<file path="src/include/hws_pkg.sv">
package hws_pkg;
	localparam logic [7:0] HWS_CMD_WRITE = 8'hBA;
	localparam logic [7:0] HWS_CMD_READ = 8'hBB;
	localparam logic [15:0] HWS_SETUP_RESET = 16'h2340;
	localparam int HWS_BIT_EXT_PULLUP = 14;
	localparam int HWS_BIT_SLOW_CLK_DIS = 13;
	localparam int HWS_BIT_CLK_KEEP = 12;
	localparam int HWS_DIV_HI = 11;
	localparam int HWS_DIV_LO = 8;
	localparam int HWS_BIT_ACK_ONLY = 7;
	localparam int HWS_BIT_DREQ_POL = 6;
	localparam int HWS_BIT_DACK_POL = 5;
	localparam int HWS_BIT_EOT_POL = 4;
	localparam int HWS_BIT_CS_WAKE = 3;
	localparam int HWS_BIT_PWR_OFF = 2;
	localparam int HWS_BIT_INT_STYLE = 1;
	localparam int HWS_BIT_INT_POL = 0;
	localparam int HWS_CLK_PERIOD_PS = 5000;
	localparam int HWS_SUSPEND_DELAY_US = 2000;
	localparam int HWS_SUSPEND_DELAY_CYC = HWS_SUSPEND_DELAY_US * 1000000 / HWS_CLK_PERIOD_PS;
	localparam int HWS_SLOW_CLK_KHZ = 100;
	localparam int HWS_SLOW_HALF_CYC = 1000000000 / (HWS_SLOW_CLK_KHZ * 2 * HWS_CLK_PERIOD_PS);
	localparam int HWS_INT_PULSE_NS = 166;
	localparam int HWS_INT_PULSE_CYC = (HWS_INT_PULSE_NS * 1000 + HWS_CLK_PERIOD_PS - 1) / HWS_CLK_PERIOD_PS;
	typedef enum logic [1:0] {
		HWS_IDLE = 2'b00,
		HWS_WAIT = 2'b01,
		HWS_SUSP = 2'b10
	} hws_susp_t;
endpackage

</file>
<file path="src/logic/hws_setup.sv">
`timescale 1ns/1ps
module hws_setup import hws_pkg::*; #(
	parameter int SUSPEND_DELAY = HWS_SUSPEND_DELAY_CYC
) (
	input wire logic mclk,
	input wire logic rst,
	input wire logic cmd_strobe,
	input wire logic [7:0] cmd_code,
	input wire logic data_write_strobe,
	input wire logic [15:0] data_write,
	input wire logic data_read_strobe,
	output logic [15:0] data_read,
	output logic data_read_valid,
	input wire logic usb_bus_reset,
	input wire logic suspend_request,
	input wire logic resume_event,
	input wire logic software_connect_enable,
	input wire logic vbus_present,
	input wire logic chip_select_n,
	input wire logic dma_request_int,
	input wire logic device_dma_ack_in,
	input wire logic end_of_transfer_int,
	input wire logic interrupt_int,
	output logic dplus_pullup_on,
	output logic divided_clock_output,
	output logic core_clock_enable,
	output logic device_suspend_out,
	output logic remote_wakeup,
	output logic device_dma_request_out,
	output logic dma_ack_active,
	output logic end_of_transfer_pin,
	output logic device_interrupt_out
);
	//==========================================
	// command port and register
	logic [15:0] device_hardware_setup;
	logic write_armed;
	logic read_armed;
	wire take_write = data_write_strobe && write_armed;
	wire take_read = data_read_strobe && read_armed;

	always_ff @(posedge mclk or posedge rst) begin
		if (rst) begin
			write_armed <= 1'b0;
			read_armed <= 1'b0;
		end else if (cmd_strobe) begin
			write_armed <= (cmd_code == HWS_CMD_WRITE);
			read_armed <= (cmd_code == HWS_CMD_READ);
		end else if (data_write_strobe || data_read_strobe) begin
			write_armed <= 1'b0;
			read_armed <= 1'b0;
		end
	end

	// usb bus reset deliberately not in this process
	always_ff @(posedge mclk or posedge rst) begin
		if (rst) begin
			device_hardware_setup <= HWS_SETUP_RESET;
		end else if (take_write) begin
			device_hardware_setup <= data_write;
		end
	end

	always_ff @(posedge mclk or posedge rst) begin
		if (rst) begin
			data_read <= 16'h0000;
			data_read_valid <= 1'b0;
		end else begin
			data_read_valid <= take_read;
			if (take_read) begin
				data_read <= device_hardware_setup;
			end
		end
	end

	//==========================================
	// field decode
	wire ext_pullup = device_hardware_setup[HWS_BIT_EXT_PULLUP];
	wire slow_clk_dis = device_hardware_setup[HWS_BIT_SLOW_CLK_DIS];
	wire clk_keep = device_hardware_setup[HWS_BIT_CLK_KEEP];
	wire [3:0] div_n = device_hardware_setup[HWS_DIV_HI:HWS_DIV_LO];
	wire ack_only = device_hardware_setup[HWS_BIT_ACK_ONLY];
	wire dreq_pol = device_hardware_setup[HWS_BIT_DREQ_POL];
	wire dack_pol = device_hardware_setup[HWS_BIT_DACK_POL];
	wire eot_pol = device_hardware_setup[HWS_BIT_EOT_POL];
	wire cs_wake = device_hardware_setup[HWS_BIT_CS_WAKE];
	wire pwr_off = device_hardware_setup[HWS_BIT_PWR_OFF];
	wire int_style = device_hardware_setup[HWS_BIT_INT_STYLE];
	wire int_pol = device_hardware_setup[HWS_BIT_INT_POL];

	//==========================================
	// suspend sequencing
	hws_susp_t susp_state;
	hws_susp_t next_susp_state;
	logic susp_req_prev;
	logic [31:0] susp_count;
	wire susp_entry = susp_req_prev && !suspend_request;
	wire in_suspend = (susp_state == HWS_SUSP);
	wire cs_wake_hit = in_suspend && cs_wake && !chip_select_n && vbus_present;
	wire susp_exit = resume_event || cs_wake_hit;

	always_comb begin
		next_susp_state = susp_state;
		case (susp_state)
			HWS_IDLE: begin
				if (susp_entry) next_susp_state = HWS_WAIT;
			end
			HWS_WAIT: begin
				if (resume_event) next_susp_state = HWS_IDLE;
				else if (susp_count == 32'(SUSPEND_DELAY - 1)) next_susp_state = HWS_SUSP;
			end
			HWS_SUSP: begin
				if (susp_exit) next_susp_state = HWS_IDLE;
			end
			default: next_susp_state = HWS_IDLE;
		endcase
	end

	always_ff @(posedge mclk or posedge rst) begin
		if (rst) begin
			susp_state <= HWS_IDLE;
			susp_req_prev <= 1'b0;
			susp_count <= 32'h0;
		end else begin
			susp_state <= next_susp_state;
			susp_req_prev <= suspend_request;
			susp_count <= (susp_state == HWS_WAIT) ? susp_count + 32'h1 : 32'h0;
		end
	end

	//==========================================
	// clock output: divided and slow clock
	logic [4:0] div_count;
	logic [3:0] div_active;
	logic div_phase;
	logic [9:0] slow_count;
	logic slow_clk;
	wire [4:0] div_half = {1'b0, div_active} + 5'h01;
	wire div_half_end = (div_count == div_half - 5'h01);
	wire period_end = div_half_end && div_phase;
	wire slow_half_end = (slow_count == 10'(HWS_SLOW_HALF_CYC - 1));
	wire next_clk_out = in_suspend ? (!slow_clk_dis && slow_clk) : div_phase;

	always_ff @(posedge mclk or posedge rst) begin
		if (rst) begin
			div_count <= 5'h00;
			div_phase <= 1'b0;
			div_active <= HWS_SETUP_RESET[HWS_DIV_HI:HWS_DIV_LO];
		end else begin
			div_count <= div_half_end ? 5'h00 : div_count + 5'h01;
			if (div_half_end) div_phase <= !div_phase;
			if (period_end) div_active <= div_n;
		end
	end

	always_ff @(posedge mclk or posedge rst) begin
		if (rst) begin
			slow_count <= 10'h000;
			slow_clk <= 1'b0;
		end else begin
			slow_count <= slow_half_end ? 10'h000 : slow_count + 10'h001;
			if (slow_half_end) slow_clk <= !slow_clk;
		end
	end

	//==========================================
	// interrupt pulse stretcher
	logic int_prev;
	logic [7:0] int_pulse_count;
	wire int_rise = interrupt_int && !int_prev;
	wire int_active = int_style ? (int_pulse_count != 8'h00) : interrupt_int;

	always_ff @(posedge mclk or posedge rst) begin
		if (rst) begin
			int_prev <= 1'b0;
			int_pulse_count <= 8'h00;
		end else begin
			int_prev <= interrupt_int;
			if (int_rise) int_pulse_count <= 8'(HWS_INT_PULSE_CYC);
			else if (int_pulse_count != 8'h00) int_pulse_count <= int_pulse_count - 8'h01;
		end
	end

	//==========================================
	// registered pins
	wire dreq_active = dma_request_int && !ack_only;
	always_ff @(posedge mclk or posedge rst) begin
		if (rst) begin
			dplus_pullup_on <= 1'b0;
			divided_clock_output <= 1'b0;
			core_clock_enable <= 1'b1;
			device_suspend_out <= 1'b0;
			remote_wakeup <= 1'b0;
			device_dma_request_out <= 1'b0;
			dma_ack_active <= 1'b0;
			end_of_transfer_pin <= 1'b0;
			device_interrupt_out <= 1'b0;
		end else begin
			dplus_pullup_on <= software_connect_enable && !ext_pullup;
			divided_clock_output <= next_clk_out;
			core_clock_enable <= clk_keep || !in_suspend;
			device_suspend_out <= in_suspend && pwr_off;
			remote_wakeup <= cs_wake_hit;
			device_dma_request_out <= dreq_active ~^ dreq_pol;
			dma_ack_active <= device_dma_ack_in ~^ dack_pol;
			end_of_transfer_pin <= end_of_transfer_int ~^ eot_pol;
			device_interrupt_out <= int_active ~^ int_pol;
		end
	end
endmodule

</file>
<file path="config.mk">
export PLATFORM = sky130hd
export DESIGN_NAME = hws_setup
export DESIGN_NICKNAME = d
export VERILOG_FILES = /design/src/include/hws_pkg.sv /design/src/logic/hws_setup.sv
export SDC_FILE = /design/constraint.sdc
export NUM_CORES = 1
export LEC_CHECK = 0
export BUFFER_PORTS_ARGS = -buffer_cell sky130_fd_sc_hd__buf_2
export CAP_MARGIN = 30
export CORE_UTILIZATION = 30
export CTS_CLUSTER_SIZE = 25
export DETAILED_ROUTE_END_ITERATION = 8
export PLACE_DENSITY = 0.52
export SETUP_SLACK_MARGIN = 0.1
export SYNTH_ARGS = -nofsm -noshare
export SYNTH_HDL_FRONTEND = slang
export SYNTH_SLANG_ARGS = --single-unit
</file>
<file path="constraint.sdc">
create_clock -name mclk -period 3.13 [get_ports mclk]
set_clock_uncertainty 0.1 [all_clocks]
set_input_delay 0.4695 -clock mclk [delete_from_list [all_inputs] [get_ports mclk]]
set_output_delay 0.4695 -clock mclk [all_outputs]
set_load 0.005 [all_outputs]
</file>
# Yosys cells after proc, flatten, opt, wreduce, memory -nomap -nowiden
# Index checks and enable logic that the tools add are counted.
# Widths: inputs -> output; s select.
dict set report totals {
  register_bits 109
  input_bits 39
  output_inout_bits 26
  wordCells 88
}
dict set report op_classes {
  addsub 6
  eq_ne 10
  muxes 15
  bitwise 4
  n_reduce_logical 29
}
# cell n
set op_table {}
lappend op_table {{$add 32x1->32 const B} 1}
lappend op_table {{$eq 32x19->1 const B} 1}
lappend op_table {{$mux 32} 1}
lappend op_table {{$eq 8x8->1 const B} 2}
lappend op_table {{$mux 8} 2}
lappend op_table {{$logic_and 1x1->1} 12}
lappend op_table {{$add 10x1->10 const B} 1}
lappend op_table {{$eq 10x10->1 const B} 1}
lappend op_table {{$mux 10} 1}
lappend op_table {{$logic_not 1->1} 9}
lappend op_table {{$mux 2} 4}
lappend op_table {{$reduce_bool 8->1} 1}
lappend op_table {{$sub 8x1->8 const B} 1}
lappend op_table {{$pmux 2 s3} 1}
lappend op_table {{$add 4x1->5 const B} 1}
lappend op_table {{$add 5x1->5 const B} 1}
lappend op_table {{$eq 5x5->1} 1}
lappend op_table {{$mux 1} 5}
lappend op_table {{$mux 5} 1}
lappend op_table {{$sub 5x1->5 const B} 1}
lappend op_table {{$reduce_bool 2->1} 2}
lappend op_table {{$xnor 1x1->1} 4}
lappend op_table {{$logic_or 1x1->1} 3}
lappend op_table {{$ne 3x3->1 const B} 1}
lappend op_table {{6 further kinds} 6}

# Logic depth before layout (Yosys ltp)
# Gate-level depths: netlist of the first run.
dict set report logic_depth {
  depth_word 7
  ltp_mapped 6
  ltp_nobuf 6
}

# Least setup slack after synthesis of the first run
# No wires, ideal clock.
dict set report synth_timing {
  path_type {reg-to-reg}
  from {register susp_count[0]}
  to {register susp_count[18]}
  setup_time_ns 0.078
  arrival_ns 1.633
  t_required_ns 2.952
  setup_slack_ns 1.319
  stages_incl_launch_ff 7
  n_path_buf 1
  synth_period_minus_slack_ns 1.811
  path_cell_list {dfrtp_1 -> ha_1 -> and2_1 -> buf_2 -> nand3_4 -> or4_1 -> a21oi_1}
}
dict set report synth_between {
  elab_chain_len 2
}
# element line
set synth_lines {}
lappend synth_lines {{start, declared} hws_setup.sv:96} ;# logic [31:0] susp_count;
lappend synth_lines {{start signal, assigned} hws_setup.sv:127} ;# susp_count <= (susp_state == HWS_WAIT) ? susp_count + 32'h1 : 32'h0;
lappend synth_lines {{$add 32x1->32} hws_setup.sv:127}
lappend synth_lines {{$mux 32} hws_setup.sv:127}
# Every way passes these cells.
# A chain may end at the register's enable or synchronous reset.

# Final worst setup path of the first run
# Same ends and word-level chain as after synthesis.

==> results of run 1 <==
-- stage by stage --
| stage | worst slack [ps] | power (W) | instances |
|---|---|---|---|
| 6_report | 1080 | 0.00323 | 714 |
| 4_1_cts | 1090 | 0.00329 | 714 |
| 5_1_grt | 919 | 0.00341 | 714 |
| 3_3_place_gp | 1110 | 0.00205 | 698 |
| 3_5_place_dp | 1120 | 0.00206 | 698 |
| 2_1_floorplan | 1250 | 0.00194 | 427 |
-- placed cells by master, fill, tap and decap left out, types with 9 or more instances in the layout --
master,instances
dfrtp_1,102
buf_2,63
clkbuf_16,9
xnor2_1,15
xor2_1,21
nand4_1,11
a21oi_1,12
o31ai_1,9
nand2_1,25
mux2_2,37
nand3_1,19
nor2_1,44
-- power by group through the flow --
stage | Sequential (W) | Combinational (W) | Clock (W)
6_report | 0.00160 | 0.000432 | 0.00120
4_1_cts | 0.00160 | 0.000439 | 0.00125
3_3_place_gp | 0.00162 | 0.000431 | 0
2_1_floorplan | 0.00160 | 0.000336 | 0
5_1_grt | 0.00161 | 0.000487 | 0.00131
3_5_place_dp | 0.00162 | 0.000438 | 0
-- final cells by class --
cell class	count	area [sq um]	share of cell area, %
sequential	109	2740	47.1
multi-input combinational	298	2110	36.2
timing repair buffer	66	350	6.02
tap	216	270	4.65
clock buffer	10	239	4.11
clock inverter	6	75.1	1.29
inverter	9	37.5	0.645
-- final timing paths --
kind,from,end,slack (ps),depth (start not counted)
min,rst,susp_count[31],60,2
min reg2reg,device_hardware_setup[14],dplus_pullup_on,360,1
min in group mclk,suspend_request,susp_req_prev,130,1
max in group asynchronous,rst,device_hardware_setup[6],2100,3
max,susp_count[0],susp_count[18],1080,5
max reg2reg,susp_count[0],susp_count[18],1080,5
-- critical path, cell delays in order (launching register included) --
cell and delay, ps:
dfrtp_1 430, ha_1 260, and2_1 360, nand3_4 160, or4_1 520, a21oi_1 150
-- routing by layer --
layer	track usage, %	up-vias	wire length (microns)
met5	0	-	0
met3	3.28	11	390
met2	21.0	56	4590
met1	16.2	1645	4810
li1	-	1653	-
met4	5.34	0	183
-- logic make-up (layout without fill, tap and decap cells) --
family	Yosys count	in the layout	synth area share, %
flip-flops	109	109	55.6
AND/OR/NAND/NOR	174	174	20.3
multiplexers	39	39	8.87
AO/OA/AOI/OAI	44	44	5.97
adder cells (fa/ha/maj)	5	5	1.27
buffers and inverters	20	91	1.63
XOR/XNOR	36	36	6.40
-- state kept, by name (all words and copies together), names as in the netlist, 2 cells and up --
name                   cells
data_read                 16
int_pulse_count            8
susp_state                 2
susp_count                32
slow_count                10
div_count                  5
div_active                 4
device_hardware_setup     16
==> results.md, run 1 <==
CTS:
- The cell sitting at the root of the clock tree is a clkbuf_16.
- The number of buffers inserted to repair setup after CTS is 0.
- Counting the buffers created by CTS gives 9.
- TritonCTS built the clock tree.
- The H-tree was split into 3 levels.
- The post-CTS clock slew at the launch and capture registers of the worst setup and hold paths is 70 ps.
- The cts-stage hold buffer count is 0.
- The clock net sink count is 109.
- The clock tree buffer depth is 2.
- The number of gates resized after CTS is 0.
- The latest clock arrival within the worst-skew pair is 360 ps.

Synthesis:
- The average cell area after synthesis is 11.5 sq um.
- Synthesis produced a netlist whose cell count is 427.
- By instance count, the leading cell after synthesis is dfrtp_1.
- The number of enable flip-flop cells after synthesis is 0.
- Of all flip-flops after synthesis, the portion carrying an async set or reset was 100%.
- The total nets after synthesis is 471.
- The cell accounting for the most synthesized area is dfrtp_1.
- Summing every instance area after synthesis gives 4920 sq um.
- After synthesis, the netlist uses 51 different library cells.
- In the synthesized netlist, the cells that appear most often are 102 x dfrtp_1, 44 x nor2_1, 37 x mux2_2.
- The main flop type after synthesis is dfrtp_1.
- Summing the sequential cell areas from Yosys gives 55.6% of the chip area.
- In the post-synthesis netlist, the biggest area contributors are dfrtp_1 52%, mux2_2 8.5%, dfstp_2 3.7%.
- The post-synthesis register bit count is 109.
- During synthesis, Yosys emitted a total of 0 warnings.
- The share of synthesized area in the top cell type comes to 51.8%.

STA:
- The transition time at the pin with the least slew margin is 928 ps.
- The clock period could shrink to 2050 ps.
- The tightest slew margin relative to the limit is 38.0%.
- Setup violations remaining at the end of the flow were counted as 0.
- The max-slew violation total from the final report is 0.
- The final number of hold-violating endpoints is 0.
- Setup total negative slack on the finished layout was measured at 0 ps.
- Setup repair after global routing left no endpoint under its margin.
- The final hold slack is 62.0 ps.
- The final clock period utilization by the worst path is 65.4%.
- The highest attainable clock frequency is 0.489 GHz.

Cells and area:
- The count of antenna diodes in the layout is 0.
- The layout overhead on the synthesized area is 18.1%.
- Cells fill 36.5% of the core in the end.
- The layout has 1,576 filler cells.
- The share of final-layout standard cells stronger than drive strength 1 is 28.3%.
- The final layout net count is 537.
- With fillers left out, the area of the finished cells amounts to 5820 sq um.

Status:
- The flow ran to the end, and the final reports show no timing, DRC or antenna violations.

Die:
- The vertical die dimension is 130 microns.
- The initial core utilization is 30.9%.
- In this run the horizontal extent of the chip is 130 microns.
- The I/O pin count is 65.
- The core region is 15,900 sq um.
- The die covers 16,900 sq um.
- After floorplanning, the core was divided into 46 placement rows.

GRT:
- Entering global routing, the biggest net connects 62 pins.
- Global routing finished with a remaining overflow of 0.
- The first global-routing pass estimated 16,800 microns of wire.
- The combined global-route utilization of all metal layers is 12.9%.
- The number of antenna violations at the first check in global routing is 0.
- The via count of the first global-routing pass is 3,381.

Route:
- The residual DRC count is 0.
- The DRC marker count from the first detailed-route iteration is 108.
- The count of nets left with antenna violations once routing finished came out at 0.
- In the final routed layout, each cell accounts on average for 14.0 microns.
- The average vias per placed instance is 4.71.
- The total number of vias is 3,365.
- The first TritonRoute pass finished after 4 iterations.
- The routed design has 9970 microns of wire.

Power:
- Sequential cells account for 49.4% of the total power.
- The combinational group share of total power is 13.4%.
- The switching power is 0.000863 W.
- The internal power of the cells totals 0.00237 W.
- For this design the static power due to leakage is 2.70 nW.
- The power density of the placed cells is 556 nW/um^2.
- The worst-case IR drop observed on VDD is 0.000227 V.
- Net switching is 26.7% of the power.
- The power share of the clock group is 37.2%.

Critical path:
- The type of origin of the critical path is a register.
- At the worst endpoint, the required time is 3310 ps.
- The endpoint arrival time on the critical path is 2230 ps.
- Of all nets on the critical path, the largest fanout is 8.
- The setup path with the least slack is of type reg2reg.
- STA classifies the critical path endpoint as a register.

Job:
- Max-cap violations in this run came to 0.

Placed design:
- The total half-perimeter wirelength after legalization and detailed placement is 6970 microns.
- The congestion estimate from routability-driven global placement came to 0.774.
- The number of buffers inserted by port buffering is 63.
- The area of placed instances is 5500 sq um.

Worst hold path:
- The path class of the lowest-slack min-delay path is in2async.
No activity file was read; power rests on OpenSTA's default activity.
==> inputs of run 2 (changes only) <==
==> constraint.sdc (replaced) <==
create_clock -name mclk -period 1.75 [get_ports mclk]
set_clock_uncertainty 0.1 [all_clocks]
set_input_delay 0.2625 -clock mclk [delete_from_list [all_inputs] [get_ports mclk]]
set_output_delay 0.2625 -clock mclk [all_outputs]
set_load 0.005 [all_outputs]
==> run 2 against run 1 <==
Sequential power increased by 78%. Via count rose by 12%. The flow now finishes with violations (setup timing). Sequential share of layout area fell by 5.8 points. Non-clock buffer count grew 69. Combinational power is 140% higher. Die area did not move. First-iteration DRC count increased by 20%. Global-route usage rose by 1.1 points.
==> results.md, run 2 (same netlist as run 1, synthesis figures left out) <==
Status:
- Outcome: finished with violations (was complete, no violations).
- The final reports fail on setup timing.

STA:
- The tightest slew margin relative to the limit was 68.5% (was 38.0%).
- The setup violation total in the final timing report came to 4 (was 0).
- The final number of hold-violating endpoints is 0 (unchanged).
- The max-slew violation total from the final report is 0 (unchanged).
- The final worst setup slack was -49.0 ps (was 1080 ps).
- The final clock period utilization by the worst path was 103% (was 65.4%).
- The final sum of negative setup slack is -171 ps (was 0 ps).
- The transition time at the pin with the least slew margin is 471 ps (was 928 ps).
- The highest attainable clock frequency came to 0.556 GHz (was 0.489 GHz).
- RSZ-0062 raised after global routing: true (was false).
- The minimum period implied by the final worst setup slack was 1800 ps (was 2050 ps).

Placed design:
- The number of buffers inserted by port buffering is 63 (unchanged).
- The weighted congestion reported at the end of routability-driven placement is 0.832 (was 0.774).
- The setup slack at placement is 16.0 ps (was 1120 ps).
- The total half-perimeter wirelength after legalization and detailed placement is 7710 microns (was 6970 microns).

GRT:
- The combined global-route utilization of all metal layers is 14.0% (was 12.9%).
- The number of antenna violations at the first check in global routing came to 0 (unchanged).
- The sum of overflow across all layers after global routing was 0 (unchanged).
- The via count of the first global-routing pass is 3,729 (was 3,381).
- The first-pass GRT wire length came to 18,300 microns (was 16,800 microns).
- The largest net degree at the start of global routing is 79 (was 62).

Route:
- The residual DRC count came to 0 (unchanged).
- The remaining antenna violation count came to 0 (unchanged).
- The average vias per placed instance came to 4.79 (was 4.71).
- The routed wire length on met3 is 436 microns (was 390 microns).
- The wire length per cell is 14.2 microns (was 14.0 microns).
- The wire length on met1 is 5190 microns (was 4810 microns).
- The uppermost metal layer occupied by signal nets is met4 (unchanged).
- The DRC marker count from the first detailed-route iteration is 130 (was 108).
- The routed wire length is 11,100 microns (was 9970 microns).
- The routed wire length on met2 is 5310 microns (was 4590 microns).
- The iteration count of the initial detailed-routing pass is 4 (unchanged).
- The total number of vias was 3,752 (was 3,365).

Cells and area:
- The register with the most flip-flops is susp_count (unchanged).
- The number of flip-flops under the largest register name came to 32 (unchanged).
- The share of final-layout standard cells stronger than drive strength 1 is 43.7% (was 28.3%).
- The most common cell after layout, fill and taps aside is dfrtp_1 (unchanged).
- The layout overhead on the synthesized area is 35.2% (was 18.1%).
- The count of antenna diodes in the layout came to 0 (unchanged).
- Commonest cells after routing, fill and taps aside: 97 x dfrtp_1, 63 x buf_2, 60 x buf_4 (was 102 x dfrtp_1, 63 x buf_2, 44 x nor2_1).
- Regs by FF count: susp_count: 32 flops, data_read: 16 flops, device_hardware_setup: 16 flops (unchanged).
- The final layout net count came to 606 (was 537).

CTS:
- The clock net sink count was 109 (unchanged).
- The clock root buffer is clkbuf_16 (unchanged).
- The total clock buffers created by CTS came to 9 (unchanged).
- The clock tree buffer depth is 2 (unchanged).
- The post-CTS clock slew at the launch and capture registers of the worst setup and hold paths is 80 ps (was 70 ps).
- The CTS tree was done (unchanged).
- The number of levels in the clock H-tree is 3 (unchanged).
- The latest clock arrival within the worst-skew pair was 350 ps (was 360 ps).

Critical path:
- The endpoint arrival time on the critical path was 1940 ps (was 2230 ps).
- The kind of critical path was reg2reg (unchanged).
- The slack of the worst reg-to-reg path is -50 ps (was 1080 ps).
- The maximum fanout along the worst path is 4 (was 8).
- The required time at the endpoint of the critical path was 1890 ps (was 3310 ps).
- The endpoint class of the critical path is a register (unchanged).
- The critical register-to-register path startpoint is div_active[0] (was susp_count[0]).
- The timing startpoint of the critical path is div_active[0] (was susp_count[0]).
- The type of origin of the critical path is a register (unchanged).

Power:
- The internal power consumption was 0.00454 W (was 0.00237 W).
- The combinational group share of total power came to 16.6% (was 13.4%).
- The power density of the placed cells was 927 nW/um^2 (was 556 nW/um^2).
- The power share of the clock group came to 37.2% (about the same).
- The worst voltage drop across the vdd grid was 0.000546 V (was 0.000227 V).
- The sequential share of power is 46.1% (was 49.4%).
- The switching share of power came to 26.4% (was 26.7%).
- The static leakage power is 3.13 nW (was 2.70 nW).
- The switching power is 0.00163 W (was 0.000863 W).

Die:
- The vertical die dimension is 130 microns (unchanged).
- The overall die width is 130 microns (unchanged).
- The placeable core region is 15,900 sq um (unchanged).
- The die footprint is 16,900 sq um (unchanged).
- The initial core utilization is 30.9% (unchanged).
- The total number of placement rows is 46 (unchanged).
- The I/O pin count is 65 (unchanged).

Job:
- The max-capacitance violation count is 0 (unchanged).

Worst hold path:
- The path class of the lowest-slack min-delay path is in2reg (was in2async).
- In this run the most critical hold path is launched from resume_event.
==> run 2: stage by stage <==
step | instance area [sq um] | instances | utilization, % | power, W | hold WS, ps
2_1_floorplan | 4960 | 427 | - | 0.00348 | 194
3_3_place_gp | 5800 | 735 | 36.4 | 0.00373 | 285
3_5_place_dp | 5800 | 735 | 36.4 | 0.00376 | 290
4_1_cts | 6260 | 761 | 39.3 | 0.00611 | 18.0
5_1_grt | 6660 | 783 | 41.8 | 0.00648 | 28.1
6_report | 6660 | 783 | 41.8 | 0.00617 | 29.5
==> run 2: layout make-up <==
cell class	instances	area (sq um)
Multi-Input combinational cell	298	2360
Timing Repair Buffer	135	902
Sequential cell	109	2740
Fill cell	1528	9290
Tap cell	216	270
Clock buffer	10	239
Inverter	9	37.5
Clock inverter	6	103
==> run 2: timing repair <==
action / in CTS / in global routing
hold buffers: 6 / 0
hold endpoints to repair: 107 / 0
buffers inserted: 4 / 22
endpoints found under the setup margin: 21 / 35
gates resized for setup: 9 / 56
pin swaps: 4 / 23
==> run 2: final timing paths <==
| kind | depth (start not counted) | end |
|---|---|---|
| worst max-delay path | 5 | div_active[3] |
| worst min-delay path | 2 | susp_state[0] |
| worst max register to register | 5 | div_active[3] |
| worst min register to register | 1 | dplus_pullup_on |
| max in group asynchronous | 4 | susp_count[16] |
| min in group asynchronous | 4 | susp_state[0] |
==> run 2: power by group through the flow <==
stage	Combinational (W)	Sequential [W]	Clock [W]
after floorplan	0.000611	0.00287	0
after global placement	0.000848	0.00289	0
after detailed placement	0.000871	0.00289	0
after CTS	0.000901	0.00284	0.00237
after global routing	0.00115	0.00287	0.00246
final	0.00103	0.00285	0.00230
==> run 2: routing by layer <==
metal,GRT usage (%),vias to the layer above
met5,0,-
met1,18.4,1879
met3,3.08,12
met4,4.31,0
li1,-,1801
met2,22.9,60
==> run 2: critical path, cell delays in order, from the launching register on <==
cell and delay [ps]:
dfstp_2 540, inv_2 30, a222oi_1 410, nand4_1 160, buf_4 190, mux2_2 260
==> inputs of run 3 (changes only) <==
--- a/config.mk
+++ b/config.mk
@@ -7,10 +7,13 @@
 export LEC_CHECK = 0
 export BUFFER_PORTS_ARGS = -buffer_cell sky130_fd_sc_hd__buf_2
 export CAP_MARGIN = 30
+export CELL_PAD_IN_SITES_DETAIL_PLACEMENT = 1
+export CELL_PAD_IN_SITES_GLOBAL_PLACEMENT = 1
 export CORE_UTILIZATION = 30
+export CTS_BUF_LIST = sky130_fd_sc_hd__clkbuf_4 sky130_fd_sc_hd__clkbuf_8 sky130_fd_sc_hd__clkbuf_16
 export CTS_CLUSTER_SIZE = 25
 export DETAILED_ROUTE_END_ITERATION = 8
-export PLACE_DENSITY = 0.52
+export PLACE_DENSITY = 0.61
 export SETUP_SLACK_MARGIN = 0.1
 export SYNTH_ARGS = -nofsm -noshare
 export SYNTH_HDL_FRONTEND = slang
==> run 3 against run 2 <==
Via count increased by 1.4%. The flow still finishes with violations (setup timing). Combinational power barely moved. Largest cell class unchanged. Critical path type unchanged. Fmax fell by 1.7%. Hold slack lost 11 ps.
==> results.md, run 3 (same netlist as run 1, synthesis figures left out) <==
STA:
- The minimum period implied by the final worst setup slack is 1830 ps (was 1800 ps).
- RSZ-0062 raised after global routing: true (unchanged).
- The max-slew violation total from the final report is 0 (unchanged).
- The highest attainable clock frequency came to 0.546 GHz (was 0.556 GHz).
- The final worst setup slack is -80.9 ps (was -49.0 ps).
- The final clock period utilization by the worst path is 105% (was 103%).
- The setup violation total in the final timing report is 4 (unchanged).
- The transition time at the pin with the least slew margin is 533 ps (was 471 ps).
- The tightest slew margin relative to the limit is 64.4% (was 68.5%).
- The final number of hold-violating endpoints was 0 (unchanged).

Route:
- The wire length per cell is 16.1 microns (was 14.2 microns).
- The routed wire length is 12,500 microns (was 11,100 microns).
- The residual DRC count is 0 (unchanged).
- The total number of vias is 3,803 (was 3,752).
- The remaining antenna violation count is 0 (unchanged).
- The average vias per placed instance was 4.89 (was 4.79).
- The DRC marker count from the first detailed-route iteration is 138 (was 130).
- The iteration count of the initial detailed-routing pass was 4 (unchanged).

Critical path:
- Crit path cell chain: inv_1 > a222oi_1 > nand4_1 > buf_4 > mux2_2 (was inv_2 > a222oi_1 > nand4_1 > buf_4 > mux2_2).
- The kind of critical path is reg2reg (unchanged).
- The cell with the largest stage delay on the worst path is dfstp_2 (unchanged).
- The endpoint arrival time on the critical path was 1980 ps (was 1940 ps).
- The endpoint class of the critical path is a register (unchanged).
- The type of origin of the critical path is a register (unchanged).
- The maximum fanout along the worst path came to 4 (unchanged).
- The critical register-to-register path startpoint is div_active[0] (unchanged).
- The worst stage delay on the critical path is 540 ps (about the same).
- The timing startpoint of the critical path is div_active[0] (unchanged).
- The required time at the endpoint of the critical path is 1890 ps (about the same).

Die:
- The placeable core region came to 15,900 sq um (unchanged).
- The total number of placement rows is 46 (unchanged).
- The overall die width came to 130 microns (unchanged).
- The I/O pin count is 65 (unchanged).
- The vertical die dimension is 130 microns (unchanged).
- The die footprint came to 16,900 sq um (unchanged).
- The initial core utilization is 30.9% (unchanged).

Worst hold path:
- The hold path startpoint was software_connect_enable (was resume_event).
- The path class of the lowest-slack min-delay path is in2reg (unchanged).

Power:
- The worst voltage drop across the vdd grid is 0.000491 V (was 0.000546 V).
- The static leakage power is 3.08 nW (was 3.13 nW).
- The overall power consumption is 0.00590 W (was 0.00617 W).
- The power density of the placed cells is 896 nW/um^2 (was 927 nW/um^2).

CTS:
- The clock tree buffer depth is 2 (unchanged).
- The total clock buffers created by CTS was 9 (unchanged).
- The number of levels in the clock H-tree is 3 (unchanged).
- The latest clock arrival within the worst-skew pair was 360 ps (was 350 ps).
- The clock root buffer is clkbuf_16 (unchanged).
- The post-CTS clock slew at the launch and capture registers of the worst setup and hold paths was 70 ps (was 80 ps).
- The CTS tree was done (unchanged).
- The clock net sink count came to 109 (unchanged).

GRT:
- The number of antenna violations at the first check in global routing is 1 (was 0).
- The combined global-route utilization of all metal layers came to 15.7% (was 14.0%).
- The via count of the first global-routing pass is 4,041 (was 3,729).
- The largest net degree at the start of global routing is 38 (was 79).
- The first-pass GRT wire length is 20,300 microns (was 18,300 microns).
- The sum of overflow across all layers after global routing is 0 (unchanged).

Cells and area:
- The share of final-layout standard cells stronger than drive strength 1 was 43.7% (about the same).
- Regs by FF count: susp_count: 32 flops, data_read: 16 flops, device_hardware_setup: 16 flops (unchanged).
- The number of flip-flops under the largest register name came to 32 (unchanged).
- The number of standard cells in the final layout excluding fillers came to 778 (was 783).
- The register with the most flip-flops is susp_count (unchanged).
- The post-layout instance area is 6580 sq um (was 6660 sq um).
- The most common cell after layout, fill and taps aside is dfrtp_1 (unchanged).
- Commonest cells after routing, fill and taps aside: 96 x dfrtp_1, 63 x buf_2, 51 x buf_4 (was 97 x dfrtp_1, 63 x buf_2, 60 x buf_4).
- The final layout net count was 600 (was 606).
- The layout overhead on the synthesized area is 33.7% (was 35.2%).

Placed design:
- The cell count after placement is 731 (was 735).
- The weighted congestion reported at the end of routability-driven placement is 0.773 (was 0.832).
- The area of placed instances is 5830 sq um (was 5800 sq um).
- The total half-perimeter wirelength after legalization and detailed placement was 8610 microns (was 7710 microns).
- The number of buffers inserted by port buffering was 63 (unchanged).

Job:
- The max-capacitance violation count is 0 (unchanged).

Status:
- Violated checks: setup timing (unchanged).
- Outcome: finished with violations (unchanged).
-- run 3: critical path: cells and delay by family, from the launching register on --
kind	cells	cell delay [ps]
DFF	1	540
and+or+nand+nor	1	160
buffers and inverters	2	230
AOI/OAI and AO/OA	1	430
muxes	1	270
-- run 3: metrics by stage --
step	TNS, ps	util, %	setup WS (ps)	hold slack, ps
3_3_place_gp	0	36.6	41.6	183
2_1_floorplan	0	-	53.3	194
3_5_place_dp	-63.6	36.6	-38.7	188
5_1_grt	-804	41.3	-181	28.1
6_report	-217	41.3	-80.9	18.5
4_1_cts	0	39.8	28.4	12.6
-- run 3: final cells by class --
class                      instances  area [sq um]
sequential                       109          2740
clock buffer                      12           260
tap                              216           270
multi-input combinational        298          2330
fill                            1752          9360
clock inverter                     4          30.0
inverter                           9          37.5
antenna                            1          2.50
timing repair buffer             129           912
-- run 3: routing by layer --
layer / wire length [microns] / track usage [%] / vias up
li1: - / - / 1784
met2: 6340 / 26.5 / 65
met5: 0 / 0 / -
met1: 5480 / 19.5 / 1938
met3: 466 / 3.94 / 16
met4: 239 / 5.61 / 0
-- run 3: power by group --
group	switching [W]	internal, W
clock network	0.000952	0.00107
registers	0.000148	0.00271
logic	0.000531	0.000493
total	0.00163	0.00426
-- run 3: final timing paths --
kind                                       endpoint  slack, ps  depth (start not counted)
setup / recovery                      div_active[3]        -80                          5
hold / removal                      dplus_pullup_on         20                          2
setup reg to reg                      div_active[3]        -80                          5
hold reg to reg                     dplus_pullup_on        360                          1
max in group asynchronous  device_hardware_setup[9]        610                          4
min in group asynchronous             susp_req_prev        360                          3
-- run 3: what timing repair did --
item	4_1_cts	5_1_grt
gates resized for setup	16	45
hold endpoints to repair	16	0
hold buffers	6	0
endpoints found under the setup margin	30	36
setup buffers	17	7
pin swaps	13	22
